`src/hw/csgac_pkg.sv`:
```
// Purpose: constants for the command source gate and alarm code block
// Assumes: one 40 MHz clock, synchronous active-low reset
// Notes: register map sits on an Avalon-MM slave with waitrequest
// What this block does
// without mode selection, all contact and enabled serial commands always pass.
// mode may be chosen from panel, contact input or serial command.
// local mode passes panel commands only, blocking contact and serial ones.
// exempt trips, pickup override, permissive, dynamics, mode and serial trip always pass.
// panel commands always count as local origin.
// local-plus-remote mode passes panel, contact and all serial commands.
// mode contact closed selects local-plus-remote, open selects local.
// optional relay output asserted while local mode is in effect.
// selected mode is readable over the serial status register.
// option lets all contact and serial commands stay active in local mode.
// code 1 first sensor fail, 2 second sensor fail, 0 all cleared.
// analog input failures map to codes 3, 7-9, 28-31, 35, 37.
// code 12 high-pressure actuator fail, 13 low-pressure actuator fail.
// code 14 when start commanded without permissive.
// codes 15 and 16 for serial port one and two errors.
// code 20 overspeed trip, 27 speed stuck in critical band.
// reserved codes never raised; 18 only when shutdown alarm enabled.
// code 32 for speed setpoint ordering error.
// code 33 for steam map point arrangement error.
// code 34 for setpoint entered inside a critical band.
// first alarm code is held and readable.
// first alarm keeps earliest since clear, later ignored, zero on reset.
package csgac_pkg;
  localparam int ADDR_W = 4;
  localparam int NUM_ALARM = 38;
  localparam int CMD_W = 16;
  localparam logic [5:0] CODE_NONE = 6'h00;
  // register byte addresses
  localparam logic [ADDR_W-1:0] REG_CFG = 4'h0;
  localparam logic [ADDR_W-1:0] REG_STAT = 4'h4;
  localparam logic [ADDR_W-1:0] REG_ALARM = 4'h8;
  localparam logic [ADDR_W-1:0] REG_PANEL = 4'hC;
  // cfg bits
  localparam int CFG_MODE_EN = 0;
  localparam int CFG_SERIAL_EN = 1;
  localparam int CFG_LOCAL_ALL = 2;
  localparam int CFG_MODE_SRC_LO = 3;
  localparam int CFG_RELAY_EN = 5;
  localparam int CFG_SHUT_EN = 6;
  localparam int CFG_W = 7;
  localparam logic [CFG_W-1:0] CFG_RESET = 7'h00;
  // mode source select
  localparam logic [1:0] SRC_PANEL = 2'h0;
  localparam logic [1:0] SRC_CONTACT = 2'h1;
  localparam logic [1:0] SRC_SERIAL = 2'h2;
  // exempt contact positions: trips 0..4, override, permissive, dynamics, mode select
  localparam logic [CMD_W-1:0] CONTACT_EXEMPT = 16'h01FF;
  // exempt serial positions: mode select bit 0, trip bit 1
  localparam logic [CMD_W-1:0] SERIAL_EXEMPT = 16'h0003;
  // alarm cause bit positions equal their codes; reserved codes masked out
  localparam logic [NUM_ALARM-1:0] ALARM_VALID = 38'h2F_F815_F38E;
  localparam int CODE_SHUTDOWN = 18;
  typedef enum logic [1:0] {
    CSGAC_IDLE = 2'b00,
    CSGAC_ACK = 2'b01
  } csgac_bus_type;
endpackage

```
`src/hw/csgac_alarm_if.sv`:
```
`timescale 1ns/1ps
// Purpose: carries alarm causes and first-alarm result
// Assumes: all signals synchronous to ref_clk
// Notes: shared between top and first-alarm encoder
interface csgac_alarm_if;
  import csgac_pkg::*;
  logic [NUM_ALARM-1:0] cause;
  logic clear;
  logic [5:0] first_code;
  logic any;
  modport src (output cause, output clear, input first_code, input any);
  modport enc (input cause, input clear, output first_code, output any);
endinterface

```
`src/hw/csgac_first_alarm.sv`:
```
`timescale 1ns/1ps
// Purpose: priority encode alarm causes and latch the first one
// Assumes: causes are levels; clear is a one-cycle pulse
// Notes: lowest code wins when several arrive together
module csgac_first_alarm (
  input wire logic ref_clk,
  input wire logic nrst,
  csgac_alarm_if.enc al
);
  import csgac_pkg::*;
  logic [5:0] first_q;
  logic [5:0] first_d;
  logic [5:0] enc_code;
  // lowest set valid bit, zero if none
  function automatic logic [5:0] lowest(input logic [NUM_ALARM-1:0] v);
    logic [5:0] r;
    r = CODE_NONE;
    for (int i = NUM_ALARM - 1; i > 0; i--) begin
      if (v[i]) begin
        r = 6'(i);
      end
    end
    return r;
  endfunction
  assign enc_code = lowest(al.cause & ALARM_VALID);
  // new alarm in clear cycle still latches, set wins
  assign first_d = (first_q == CODE_NONE) ? enc_code :
                   (al.clear ? enc_code : first_q);
  always_ff @(posedge ref_clk) begin
    if (!nrst) begin
      first_q <= CODE_NONE;
    end else begin
      first_q <= first_d;
    end
  end
  assign al.first_code = first_q;
  assign al.any = (first_q != CODE_NONE);
endmodule

```
`src/hw/csgac_top.sv`:
```
// The register addresses and the Avalon-MM slave port are this design's own decisions.
`timescale 1ns/1ps
// Purpose: gate commands by source and mode, and encode alarm causes
// Assumes: inputs synchronous to ref_clk; Avalon-MM master holds requests
// Notes: register reads answer one cycle after the request
module csgac_top (
  input wire logic ref_clk,
  input wire logic nrst,
  input wire logic [3:0] avs_address,
  input wire logic avs_read,
  input wire logic avs_write,
  input wire logic [31:0] avs_writedata,
  input wire logic [3:0] avs_byteenable,
  output logic [31:0] avs_readdata,
  output logic avs_waitrequest,
  input wire logic [csgac_pkg::CMD_W-1:0] panel_cmd,
  input wire logic [csgac_pkg::CMD_W-1:0] contact_cmd,
  input wire logic [csgac_pkg::CMD_W-1:0] serial_cmd,
  input wire logic mode_contact,
  input wire logic serial_mode_sel,
  input wire logic serial_mode_val,
  output logic [csgac_pkg::CMD_W-1:0] panel_cmd_out,
  output logic [csgac_pkg::CMD_W-1:0] contact_cmd_out,
  output logic [csgac_pkg::CMD_W-1:0] serial_cmd_out,
  output logic local_relay,
  input wire logic speed_sense1_fail,
  input wire logic speed_sense2_fail,
  input wire logic [10:0] analog_fail,
  input wire logic hp_act_fail,
  input wire logic lp_act_fail,
  input wire logic start_cmd,
  input wire logic start_permissive,
  input wire logic serial1_err,
  input wire logic serial2_err,
  input wire logic shutdown_alarm,
  input wire logic overspeed_trip,
  input wire logic speed_stuck,
  input wire logic speed_cfg_err,
  input wire logic steam_map_err,
  input wire logic setpoint_in_band,
  input wire logic alarm_reset,
  output logic [5:0] first_alarm
);
  import csgac_pkg::*;
  logic [CFG_W-1:0] cfg_q;
  logic [CFG_W-1:0] cfg_d;
  logic remote_q;
  logic remote_d;
  logic panel_mode_wr;
  logic [CMD_W-1:0] panel_cmd_q;
  logic [CMD_W-1:0] contact_cmd_q;
  logic [CMD_W-1:0] serial_cmd_q;
  logic [CMD_W-1:0] contact_mask;
  logic [CMD_W-1:0] serial_mask;
  logic local_relay_q;
  logic [31:0] rdata_q;
  logic [31:0] rdata_d;
  logic [NUM_ALARM-1:0] cause;
  logic open_all;
  logic local_mode;
  logic [1:0] mode_src;
  logic sw_clear;
  csgac_bus_type bus_q;
  csgac_bus_type bus_d;
  csgac_alarm_if al ();

  // bus handshake: one wait cycle, then ack
  logic req;
  logic wr_hit;
  assign req = avs_read | avs_write;
  assign bus_d = (bus_q == CSGAC_IDLE && req) ? CSGAC_ACK : CSGAC_IDLE;
  assign avs_waitrequest = req & (bus_q != CSGAC_ACK);
  assign wr_hit = avs_write & (bus_q == CSGAC_ACK);
  assign avs_readdata = rdata_q;

  // config write, low byte lane only
  assign cfg_d = (wr_hit && avs_address == REG_CFG && avs_byteenable[0]) ?
                 avs_writedata[CFG_W-1:0] : cfg_q;
  assign mode_src = cfg_q[CFG_MODE_SRC_LO +: 2];
  // panel mode request: write panel register bit 0
  assign panel_mode_wr = wr_hit && avs_address == REG_PANEL && avs_byteenable[0];
  // software alarm reset via alarm register write
  assign sw_clear = wr_hit && avs_address == REG_ALARM;

  // mode selection from the configured source
  always_comb begin
    remote_d = remote_q;
    if (cfg_q[CFG_MODE_EN]) begin
      case (mode_src)
        SRC_PANEL: begin
          if (panel_mode_wr) begin
            remote_d = avs_writedata[0];
          end
        end
        SRC_CONTACT: begin
          remote_d = mode_contact;
        end
        SRC_SERIAL: begin
          if (serial_mode_sel && cfg_q[CFG_SERIAL_EN]) begin
            remote_d = serial_mode_val;
          end
        end
        default: begin
          remote_d = remote_q;
        end
      endcase
    end
  end

  // gating: remote mode, disabled function or the option open all contact commands, and all serial ones when serial is enabled
  assign local_mode = cfg_q[CFG_MODE_EN] & ~remote_q;
  assign open_all = ~local_mode | cfg_q[CFG_LOCAL_ALL];
  assign contact_mask = open_all ? {CMD_W{1'b1}} : CONTACT_EXEMPT;
  assign serial_mask = ~cfg_q[CFG_SERIAL_EN] ? {CMD_W{1'b0}} :
                       (open_all ? {CMD_W{1'b1}} : SERIAL_EXEMPT);

  // alarm causes, bit index is the code
  always_comb begin
    cause = '0;
    cause[1] = speed_sense1_fail;
    cause[2] = speed_sense2_fail;
    cause[3] = analog_fail[0];
    cause[9:7] = analog_fail[3:1];
    cause[12] = hp_act_fail;
    cause[13] = lp_act_fail;
    cause[14] = start_cmd & ~start_permissive;
    cause[15] = serial1_err;
    cause[16] = serial2_err;
    cause[CODE_SHUTDOWN] = shutdown_alarm & cfg_q[CFG_SHUT_EN];
    cause[20] = overspeed_trip;
    cause[27] = speed_stuck;
    cause[31:28] = analog_fail[7:4];
    cause[32] = speed_cfg_err;
    cause[33] = steam_map_err;
    cause[34] = setpoint_in_band;
    cause[35] = analog_fail[8];
    cause[37] = analog_fail[9];
  end
  assign al.cause = cause;
  assign al.clear = alarm_reset | sw_clear;

  csgac_first_alarm u_first (
    .ref_clk(ref_clk),
    .nrst(nrst),
    .al(al)
  );
  assign first_alarm = al.first_code;

  // read mux
  always_comb begin
    rdata_d = rdata_q;
    if (avs_read && bus_q == CSGAC_IDLE) begin
      case (avs_address)
        REG_CFG: rdata_d = {25'h0, cfg_q};
        REG_STAT: rdata_d = {29'h0, cfg_q[CFG_MODE_EN], local_mode, remote_q};
        REG_ALARM: rdata_d = {25'h0, al.any, al.first_code};
        default: rdata_d = 32'h0000_0000;
      endcase
    end
  end

  // registers and gated command outputs
  always_ff @(posedge ref_clk) begin
    if (!nrst) begin
      cfg_q <= CFG_RESET;
      remote_q <= 1'b0;
      bus_q <= CSGAC_IDLE;
      rdata_q <= 32'h0000_0000;
      panel_cmd_q <= '0;
      contact_cmd_q <= '0;
      serial_cmd_q <= '0;
      local_relay_q <= 1'b0;
    end else begin
      cfg_q <= cfg_d;
      remote_q <= remote_d;
      bus_q <= bus_d;
      rdata_q <= rdata_d;
      panel_cmd_q <= panel_cmd;
      contact_cmd_q <= contact_cmd & contact_mask;
      serial_cmd_q <= serial_cmd & serial_mask;
      local_relay_q <= local_mode & cfg_q[CFG_RELAY_EN];
    end
  end
  assign panel_cmd_out = panel_cmd_q;
  assign contact_cmd_out = contact_cmd_q;
  assign serial_cmd_out = serial_cmd_q;
  assign local_relay = local_relay_q;
endmodule

```
`config.mk`:
```
export PLATFORM = sky130hd
export DESIGN_NAME = csgac_top
export DESIGN_NICKNAME = d
export VERILOG_FILES = /design/src/hw/csgac_pkg.sv /design/src/hw/csgac_alarm_if.sv /design/src/hw/csgac_first_alarm.sv /design/src/hw/csgac_top.sv
export SDC_FILE = /design/constraint.sdc
export NUM_CORES = 1
export LEC_CHECK = 0
export BUFFER_PORTS_ARGS = -buffer_cell sky130_fd_sc_hd__buf_4
export CORE_AREA = 2 2 68 118
export DETAILED_ROUTE_END_ITERATION = 16
export DIE_AREA = 0 0 70 120
export PLACE_DENSITY = 0.83
export SYNTH_ARGS = -nofsm -noshare
export SYNTH_HDL_FRONTEND = slang
export SYNTH_SLANG_ARGS = --single-unit
```
`constraint.sdc`:
```
create_clock -name ref_clk -period 2.3 [get_ports ref_clk]
set_clock_uncertainty 0.05 [all_clocks]
set_input_delay 0.69 -clock ref_clk [delete_from_list [all_inputs] [get_ports ref_clk]]
set_output_delay 0.69 -clock ref_clk [all_outputs]
set_load 0.1 [all_outputs]
```
==> results, run 1 <==
- The most used flip-flop cell after synthesis is sky130_fd_sc_hd__dfxtp_1.
- The number of global-route vias before repair is 2,809.
- IR analysis of the VDD net gives a maximum drop of 0.000637 V.
- The class of the tightest hold or removal check is register to register.
- The depth of the most critical reg-to-reg path is 5.
- The count of TritonRoute iterations in the first routing pass is 4.
- The area of all placed cells without fillers is 4500 um^2.
- The global placement routability congestion is 0.884.
- The fraction of synthesis flops using an asynchronous set or reset pin is 0%.
- The core area is 7460 um^2.
- The die height is 120 um.
- Before CTS, the worst setup slack after placement is -0.0166 ns.
- The type of destination of the critical path is a register.
- For this run, the post-layout net count is 586.
- The run finished with clean final reports.
- The synthesized design spends more area on one cell type than any other, namely sky130_fd_sc_hd__dfxtp_1.
- The critical path in this run is classified as input pin to register.
- The cell area after technology mapping is 2950 um^2.
- Setup violations remaining at the end of the flow were counted as 0.
- The initial core utilization is 39.5%.
- In this run, post-CTS repair resized a total of 0 instances.
- The total power density per cell area is 803 nW/um^2.
- Counting every instance in the synthesized netlist gives 300.
- After global routing the overflow that remains totals 0.
- For flop-to-flop paths, the worst setup slack is 0.47 ns.
- The part of the cycle the worst path needs is 86.3%.
- Counting flops with a built-in enable in the synthesized netlist gives 0.
- Ranked by instance count, the synthesized netlist is headed by sky130_fd_sc_hd__dfxtp_1, sky130_fd_sc_hd__and2_1, sky130_fd_sc_hd__buf_4.
- The headroom to the max-slew limit is 61.0%.
- In this run the critical register-to-register path is launched from cfg_q[6].
- The post-detailed-route via-to-cell ratio is 4.75.
- The post-detailed-placement cell area is 4150 um^2.
- The actual slew at the worst max-slew pin is 0.570 ns.
- The pin count of the biggest net entering global routing is 33.
- The post-detailed-route DRC marker count is 0.
- The synthesis-to-layout area growth is 52.6%.
- The number of antenna violations at the first check in global routing is 0.
- Sorting the synthesized cells by area gives the leading types as sky130_fd_sc_hd__dfxtp_1, sky130_fd_sc_hd__and2_1, sky130_fd_sc_hd__buf_4.
- The startpoint of the worst setup timing path is shutdown_alarm.
- The number of slew-limit violations in the final report is 0.
- The count of endpoints failing hold in the final timing report is 0.
- The fraction of layout instances using a drive strength above 1 is 39.8%.
- For this design the top-level I/O count stands at 209.
- Averaged over all synthesized cells, the footprint is 9.82 um^2.
- The largest fanout of any net on the critical path is 3.
- The maximum clock frequency is 0.504 GHz.
- Clock-pin slew was measured on the worst setup and hold paths at 0.05 ns.
- The floorplan step defined a die boundary enclosing 8400 um^2.
- The quantity of hold-fixing buffers added after cts is 0.
- Setup repair after global routing left no endpoint under its margin.
- The detailed router placed 2,639 vias in this run.
- The area taken by multi-input logic gates is 1370 um^2.
- The clock period minus final worst setup slack is 1.99 ns.
- The capture point of the worst reg-to-reg path is u_first.al.first_code[0].
- The repair_antennas step left the layout with diodes totalling 0.
- The number of sinks handled by clock tree synthesis is 71.
- Detailed placement finished with a half-perimeter wire length of 6140 um.
- For the worst-skew pair, the clock arrives at the later sink with an insertion delay of 0.33 ns.
- The average routed wire per standard cell is 14.1 um.
- The number of CTS-inserted buffers is 9.
- The wire length after detailed routing is 7830 um.
- The top-area cell type share of the netlist area is 48.2%.
- In this run the number of H-tree levels came out at 3.
- In this run the clock root is driven by a sky130_fd_sc_hd__clkbuf_16.
- Among all cell types in the netlist, the one instantiated most often is sky130_fd_sc_hd__dfxtp_1.
- TritonCTS built the clock tree.
- The worst setup path is launched from an input pin.
- The warning count from the yosys run is 0.
- The tool flagged a number of max-cap violations equal to 0.
- The sequential-to-total area share from yosys stat is 48.2%.
- The most critical setup path has its endpoint at u_first.al.first_code[0].
- Fill cells in the final layout number 639.
- The count of standard-cell rows is 42.
- The first global-routing pass estimated 12,500 um of wire.
- The total power consumption of the routed design is 3.61 mW.
- The count of nets left with antenna violations once routing finished came out at 0.
- Across the whole layout, storage elements account for 1420 um^2.
- The accumulated negative setup slack is 0 ns.
- Input and output buffers added on the ports amount to 154.
- The analysis attributes to cell leakage a power of 2.07 nW.
- The die is 70 um wide.
- The overall routing resource usage is 18.9%.
- The unique cell type count in the Yosys netlist is 47.
- The number of DRC violations after detailed-routing iteration 0 is 78.
- At the worst endpoint, the required time is 2.52 ns.
- After synthesis the netlist holds a flip-flop and latch count of 71.
- Data on the critical path arrives at its endpoint at 2.21 ns.
- No sink is reached through more buffers than the 2 on the longest clock path.
- In the post-route analysis, the smallest setup slack over all paths is 0.314 ns.
- The number of setup buffers added after CTS is 0.
routing by layer:
layer / track usage, % / share of wire (%) / vias to the layer above
met1: 18.3 / 35 / 1210
met2: 36.0 / 55 / 121
met5: 0 / 0 / -
met3: 4.95 / 7.3 / 15
li1: - / - / 1293
met4: 9.13 / 2.4 / 0
critical path: stages:
cell and delay [ns]:
sky130_fd_sc_hd__buf_4 0.11, sky130_fd_sc_hd__a211o_1 0.33, sky130_fd_sc_hd__a2111oi_0 0.42, sky130_fd_sc_hd__a2111oi_0 0.15, sky130_fd_sc_hd__a2111oi_2 0.36, sky130_fd_sc_hd__o21a_1 0.14
stage by stage:
step / hold WS, ns / std cells / util, %
4_1_cts: 0.465 / 555 / 60.2
5_1_grt: 0.482 / 555 / 60.2
3_5_place_dp: 0.455 / 539 / 55.6
6_report: 0.459 / 555 / 60.2
3_3_place_gp: 0.455 / 539 / 55.6
2_1_floorplan: 0.423 / 324 / -
area by class of cell:
cell class,instances,area share (%)
Timing Repair Buffer,162,27.3
Tap cell,88,2.45
Sequential cell,71,31.6
Inverter,5,0.417
Multi-Input combinational cell,213,30.5
Clock inverter,7,2.70
Clock buffer,9,5.01
registers in the layout (all words and copies together), names as in the netlist:
signal and count:
contact_cmd_out 16, panel_cmd_out 16, serial_cmd_out 16, avs_readdata 7
cfg_q 7, u_first.al.first_code 6, bus_q 1, local_relay 1
remote_q 1
layout by cell type, fill, tap and decap left out, drive strengths merged, types with 3 or more instances in the layout:
cell / instances
buf: 162
dfxtp: 71
and2: 50
conb: 25
nor2b: 18
mux2i: 15
nand2: 14
nor2: 14
clkbuf: 9
nor3: 9
a21oi: 7
inv: 5
o21ai: 5
a2111oi: 5
nand2b: 4
a22oi: 4
o21a: 3
nand3: 3
and3: 3
nor4: 3
nor4b: 3
ha: 3
bufinv: 3
clkinvlp: 3
or4: 3
cells by family after synthesis:
logic type | after synthesis | synth area share, %
AOI/OAI and AO/OA | 38 | 10.0
adders and majority gates | 3 | 1.27
buffers and inverters | 40 | 8.41
DFF | 71 | 48.2
muxes | 16 | 5.48
other | 1 | 0.127
and+or+nand+nor | 131 | 26.5
power by group:
part,total [mW],switching (mW),internal [mW]
combinational,0.754,0.556,0.198
sequential,1.28,0.0158,1.27
clock,1.58,0.516,1.06
worst min-delay path by stage:
stage,cells past startpoint,startpoint,slack (ns),end
floorplan,1,cfg_q[5],0.42,local_relay
global placement,2,avs_readdata[4],0.45,avs_readdata[4]
detailed placement,2,u_first.al.first_code[4],0.46,u_first.al.first_code[4]
CTS,2,u_first.al.first_code[4],0.46,u_first.al.first_code[4]
global route,1,cfg_q[5],0.48,local_relay
finish,2,u_first.al.first_code[4],0.46,u_first.al.first_code[4]
(Power assumes the default switching activity.)
==> run 2, diff against run 1 <==
--- a/config.mk
+++ b/config.mk
@@ -6,10 +6,11 @@
 export NUM_CORES = 1
 export LEC_CHECK = 0
 export BUFFER_PORTS_ARGS = -buffer_cell sky130_fd_sc_hd__buf_4
-export CORE_AREA = 2 2 68 118
+export CORE_AREA = 2 2 67 116
+export CTS_BUF_LIST = sky130_fd_sc_hd__clkbuf_2
 export DETAILED_ROUTE_END_ITERATION = 16
-export DIE_AREA = 0 0 70 120
-export PLACE_DENSITY = 0.83
+export DIE_AREA = 0 0 69 118
+export PLACE_DENSITY = 0.85
 export SYNTH_ARGS = -nofsm -noshare
 export SYNTH_HDL_FRONTEND = slang
 export SYNTH_SLANG_ARGS = --single-unit
==> run 2 against run 1 <==
Effect of this change: global-route usage fell by 0.12 points; worst hold slack got worse by 0.16 ns; die area fell by 3.1%; clock power fell by 57%; first-iteration DRC count did not move; wire length fell by 4.0%; highest routed layer unchanged.
==> results, run 2 (synthesis results as in run 1) <==
- The post-detailed-route DRC marker count is 0 (unchanged).
- The average routed wire per standard cell is 13.6 um (-3.5%).
- The headroom to the max-slew limit is 67.5% (+6.5 points).
- The critical path is of the register to output port type.
- The total setup buffers inserted after CTS was 0 (unchanged).
- The die span in x came to 69 um (-1.4%).
- The total congestion overflow after global routing is 0 (unchanged).
- The class of the tightest hold or removal check is input pin to register.
- The number of failing setup endpoints in the final timing report was 0 (unchanged).
- The global placement routability congestion is 0.868 (-1.8%).
- The number of global-route vias before repair was 2,669 (-5.0%).
- The area taken by multi-input logic gates is 1370 um^2 (unchanged).
- The type of destination of the critical path is an output port.
- The count of boundary I/O pins was 209 (unchanged).
- The total area of sequential cells is 1420 um^2 (unchanged).
- The quantity of gates resized following cts was 0 (unchanged).
- The quantity of hold-fixing buffers added after cts is 0 (unchanged).
- The count of H-tree levels built during CTS is 3 (unchanged).
- The via count is 2,607 (-1.2%).
- The total power density per cell area came to 638 nW/um^2 (-21%).
- The accumulated negative setup slack came to 0 ns (unchanged).
- The initial core utilization is 41.0% (+1.5 points).
- The clock latency of the later-clocked register in the worst-skew pair is 0.51 ns (+0.18 ns).
- The number of antenna violations at the first check in global routing was 1 (+1).
- The die height came to 118 um (-1.7%).
- The count of max-cap constraint violations is 0 (unchanged).
- The arrival time at the worst endpoint is 1.31 ns (-0.90 ns).
- The commonest non-fill, non-tap cell in the layout is sky130_fd_sc_hd__buf_4.
- The wire length after detailed routing is 7520 um (-4.0%).
- The clock period minus final worst setup slack is 2.05 ns (+0.0690 ns).
- The worst voltage drop across the vdd grid is 0.000383 V (-40%).
- The count of standard-cell rows is 41 (-2.4%).
- In the layout the commonest cells are sky130_fd_sc_hd__buf_4, sky130_fd_sc_hd__dfxtp_1, sky130_fd_sc_hd__and2_1.
- The total of fill cells in the finished design is 658 (+3.0%).
- The utilization after layout is 59.2% (-1.1 points).
- The overall routing resource usage came to 18.8% (-0.12 points).
- The count of endpoints failing hold in the final timing report is 0 (unchanged).
- The critical path buffer and inverter count came to 1 (unchanged).
- The clock-pin slew of the registers on the worst-case setup and hold paths is 0.20 ns (+0.15 ns).
- The part of the cycle the worst path needs is 89.3% (+3.0 points).
- The total power consumption of the routed design was 2.71 mW (-25%).
- The number of sinks handled by clock tree synthesis is 71 (unchanged).
- The number of DRC violations after detailed-routing iteration 0 is 78 (unchanged).
- The placement-stage worst setup slack is 0.0436 ns (+0.0603 ns).
- The overall die area was 8140 um^2 (-3.1%).
- The slowest stage cell on the critical path is sky130_fd_sc_hd__dfxtp_1.
- The largest stage delay on the critical path was 0.38 ns (-0.04 ns).
- The pin count of the biggest net entering global routing is 34 (+3.0%).
- The remaining antenna violation count came to 0 (unchanged).
- The detailed placement HPWL is 5990 um (-2.4%).
- The count of TritonRoute iterations in the first routing pass is 4 (unchanged).
- The critical path required time was 1.56 ns (-0.96 ns).
- The kind of cell adding the most delay to the critical path is flip-flops.
- The critical path goes through nor2_2, buf_4.
- The core area is 7180 um^2 (-3.8%).
- The number of CTS-inserted buffers is 9 (unchanged).
- The actual slew at the worst max-slew pin is 0.475 ns (-0.0945 ns).
- The post-detailed-route via-to-cell ratio is 4.72 (-0.68%).
- The post-layout worst setup margin came to 0.245 ns (-0.0690 ns).
- The clock tree buffer depth came to 2 (unchanged).
- The leakage dissipation is 1.97 nW (-4.9%).
- The number of slew-limit violations in the final report was 0 (unchanged).
- The run finished with clean final reports.
- The wire length of the first global-routing pass is 12,100 um (-3.4%).
- The CTS tree is yes.
- The launching element type of the critical path is a register.
- The maximum clock frequency is 0.487 GHz (-3.4%).
- The fraction of layout instances using a drive strength above 1 was 39.4% (-0.47 points).
- Setup repair after global routing left no endpoint under its margin.
- The final layout net count was 585 (-0.17%).
- The total of buffers placed on input and output ports was 154 (unchanged).
- The cell sitting at the root of the clock tree is a sky130_fd_sc_hd__clkbuf_2.
- The largest fanout of any net on the critical path is 4 (+1).
- Compared with the post-synthesis result, the final layout area differs by 44.2%.
run 2: cell types whose count changed in the layout (fill, tap and decap cells not counted), sizes merged:
| cell | delta |
|---|---|
| clkinvlp | -1 |
| clkinv | +2 |
| buf | -1 |
| bufinv | -2 |
| diode | +1 |
run 2: cell type report:
class                           count  share of cell area (%)
Clock inverter                      6                    1.47
Tap cell                           86                    2.53
Inverter                            5                   0.442
Clock buffer                        9                    1.06
Multi-Input combinational cell    213                    32.2
Sequential cell                    71                    33.5
Antenna cell                        1                  0.0589
Timing Repair Buffer              161                    28.7
run 2: power by group:
part           switching (mW)  internal [mW]
registers              0.0150           1.27
logic                   0.553          0.198
clock network           0.435          0.240
total                    1.00           1.71
run 2: worst paths after layout:
check	startpoint	end	slack [ns]	depth (start not counted)
setup / recovery	bus_q[0]	avs_waitrequest	0.25	2
setup reg to reg	cfg_q[6]	u_first.al.first_code[0]	0.50	5
hold / removal	contact_cmd[5]	contact_cmd_out[5]	0.30	2
hold reg to reg	u_first.al.first_code[3]	u_first.al.first_code[3]	0.47	2
run 2: routing by layer:
| layer | GRT usage [%] | vias to the layer above | share of wire [%] |
|---|---|---|---|
| met5 | 0 | - | 0 |
| met4 | 11.2 | 0 | 3.5 |
| met3 | 6.34 | 23 | 8.7 |
| met2 | 33.6 | 134 | 53 |
| met1 | 18.2 | 1157 | 35 |
| li1 | - | 1293 | - |
run 2: through the flow:
stage | cell area [um^2] | hold slack [ns] | cells
2_1_floorplan | 3040 | 0.423 | 324
3_3_place_gp | 4140 | 0.445 | 536
3_5_place_dp | 4140 | 0.450 | 536
4_1_cts | 4250 | 0.240 | 551
5_1_grt | 4250 | 0.235 | 552
6_report | 4250 | 0.303 | 552
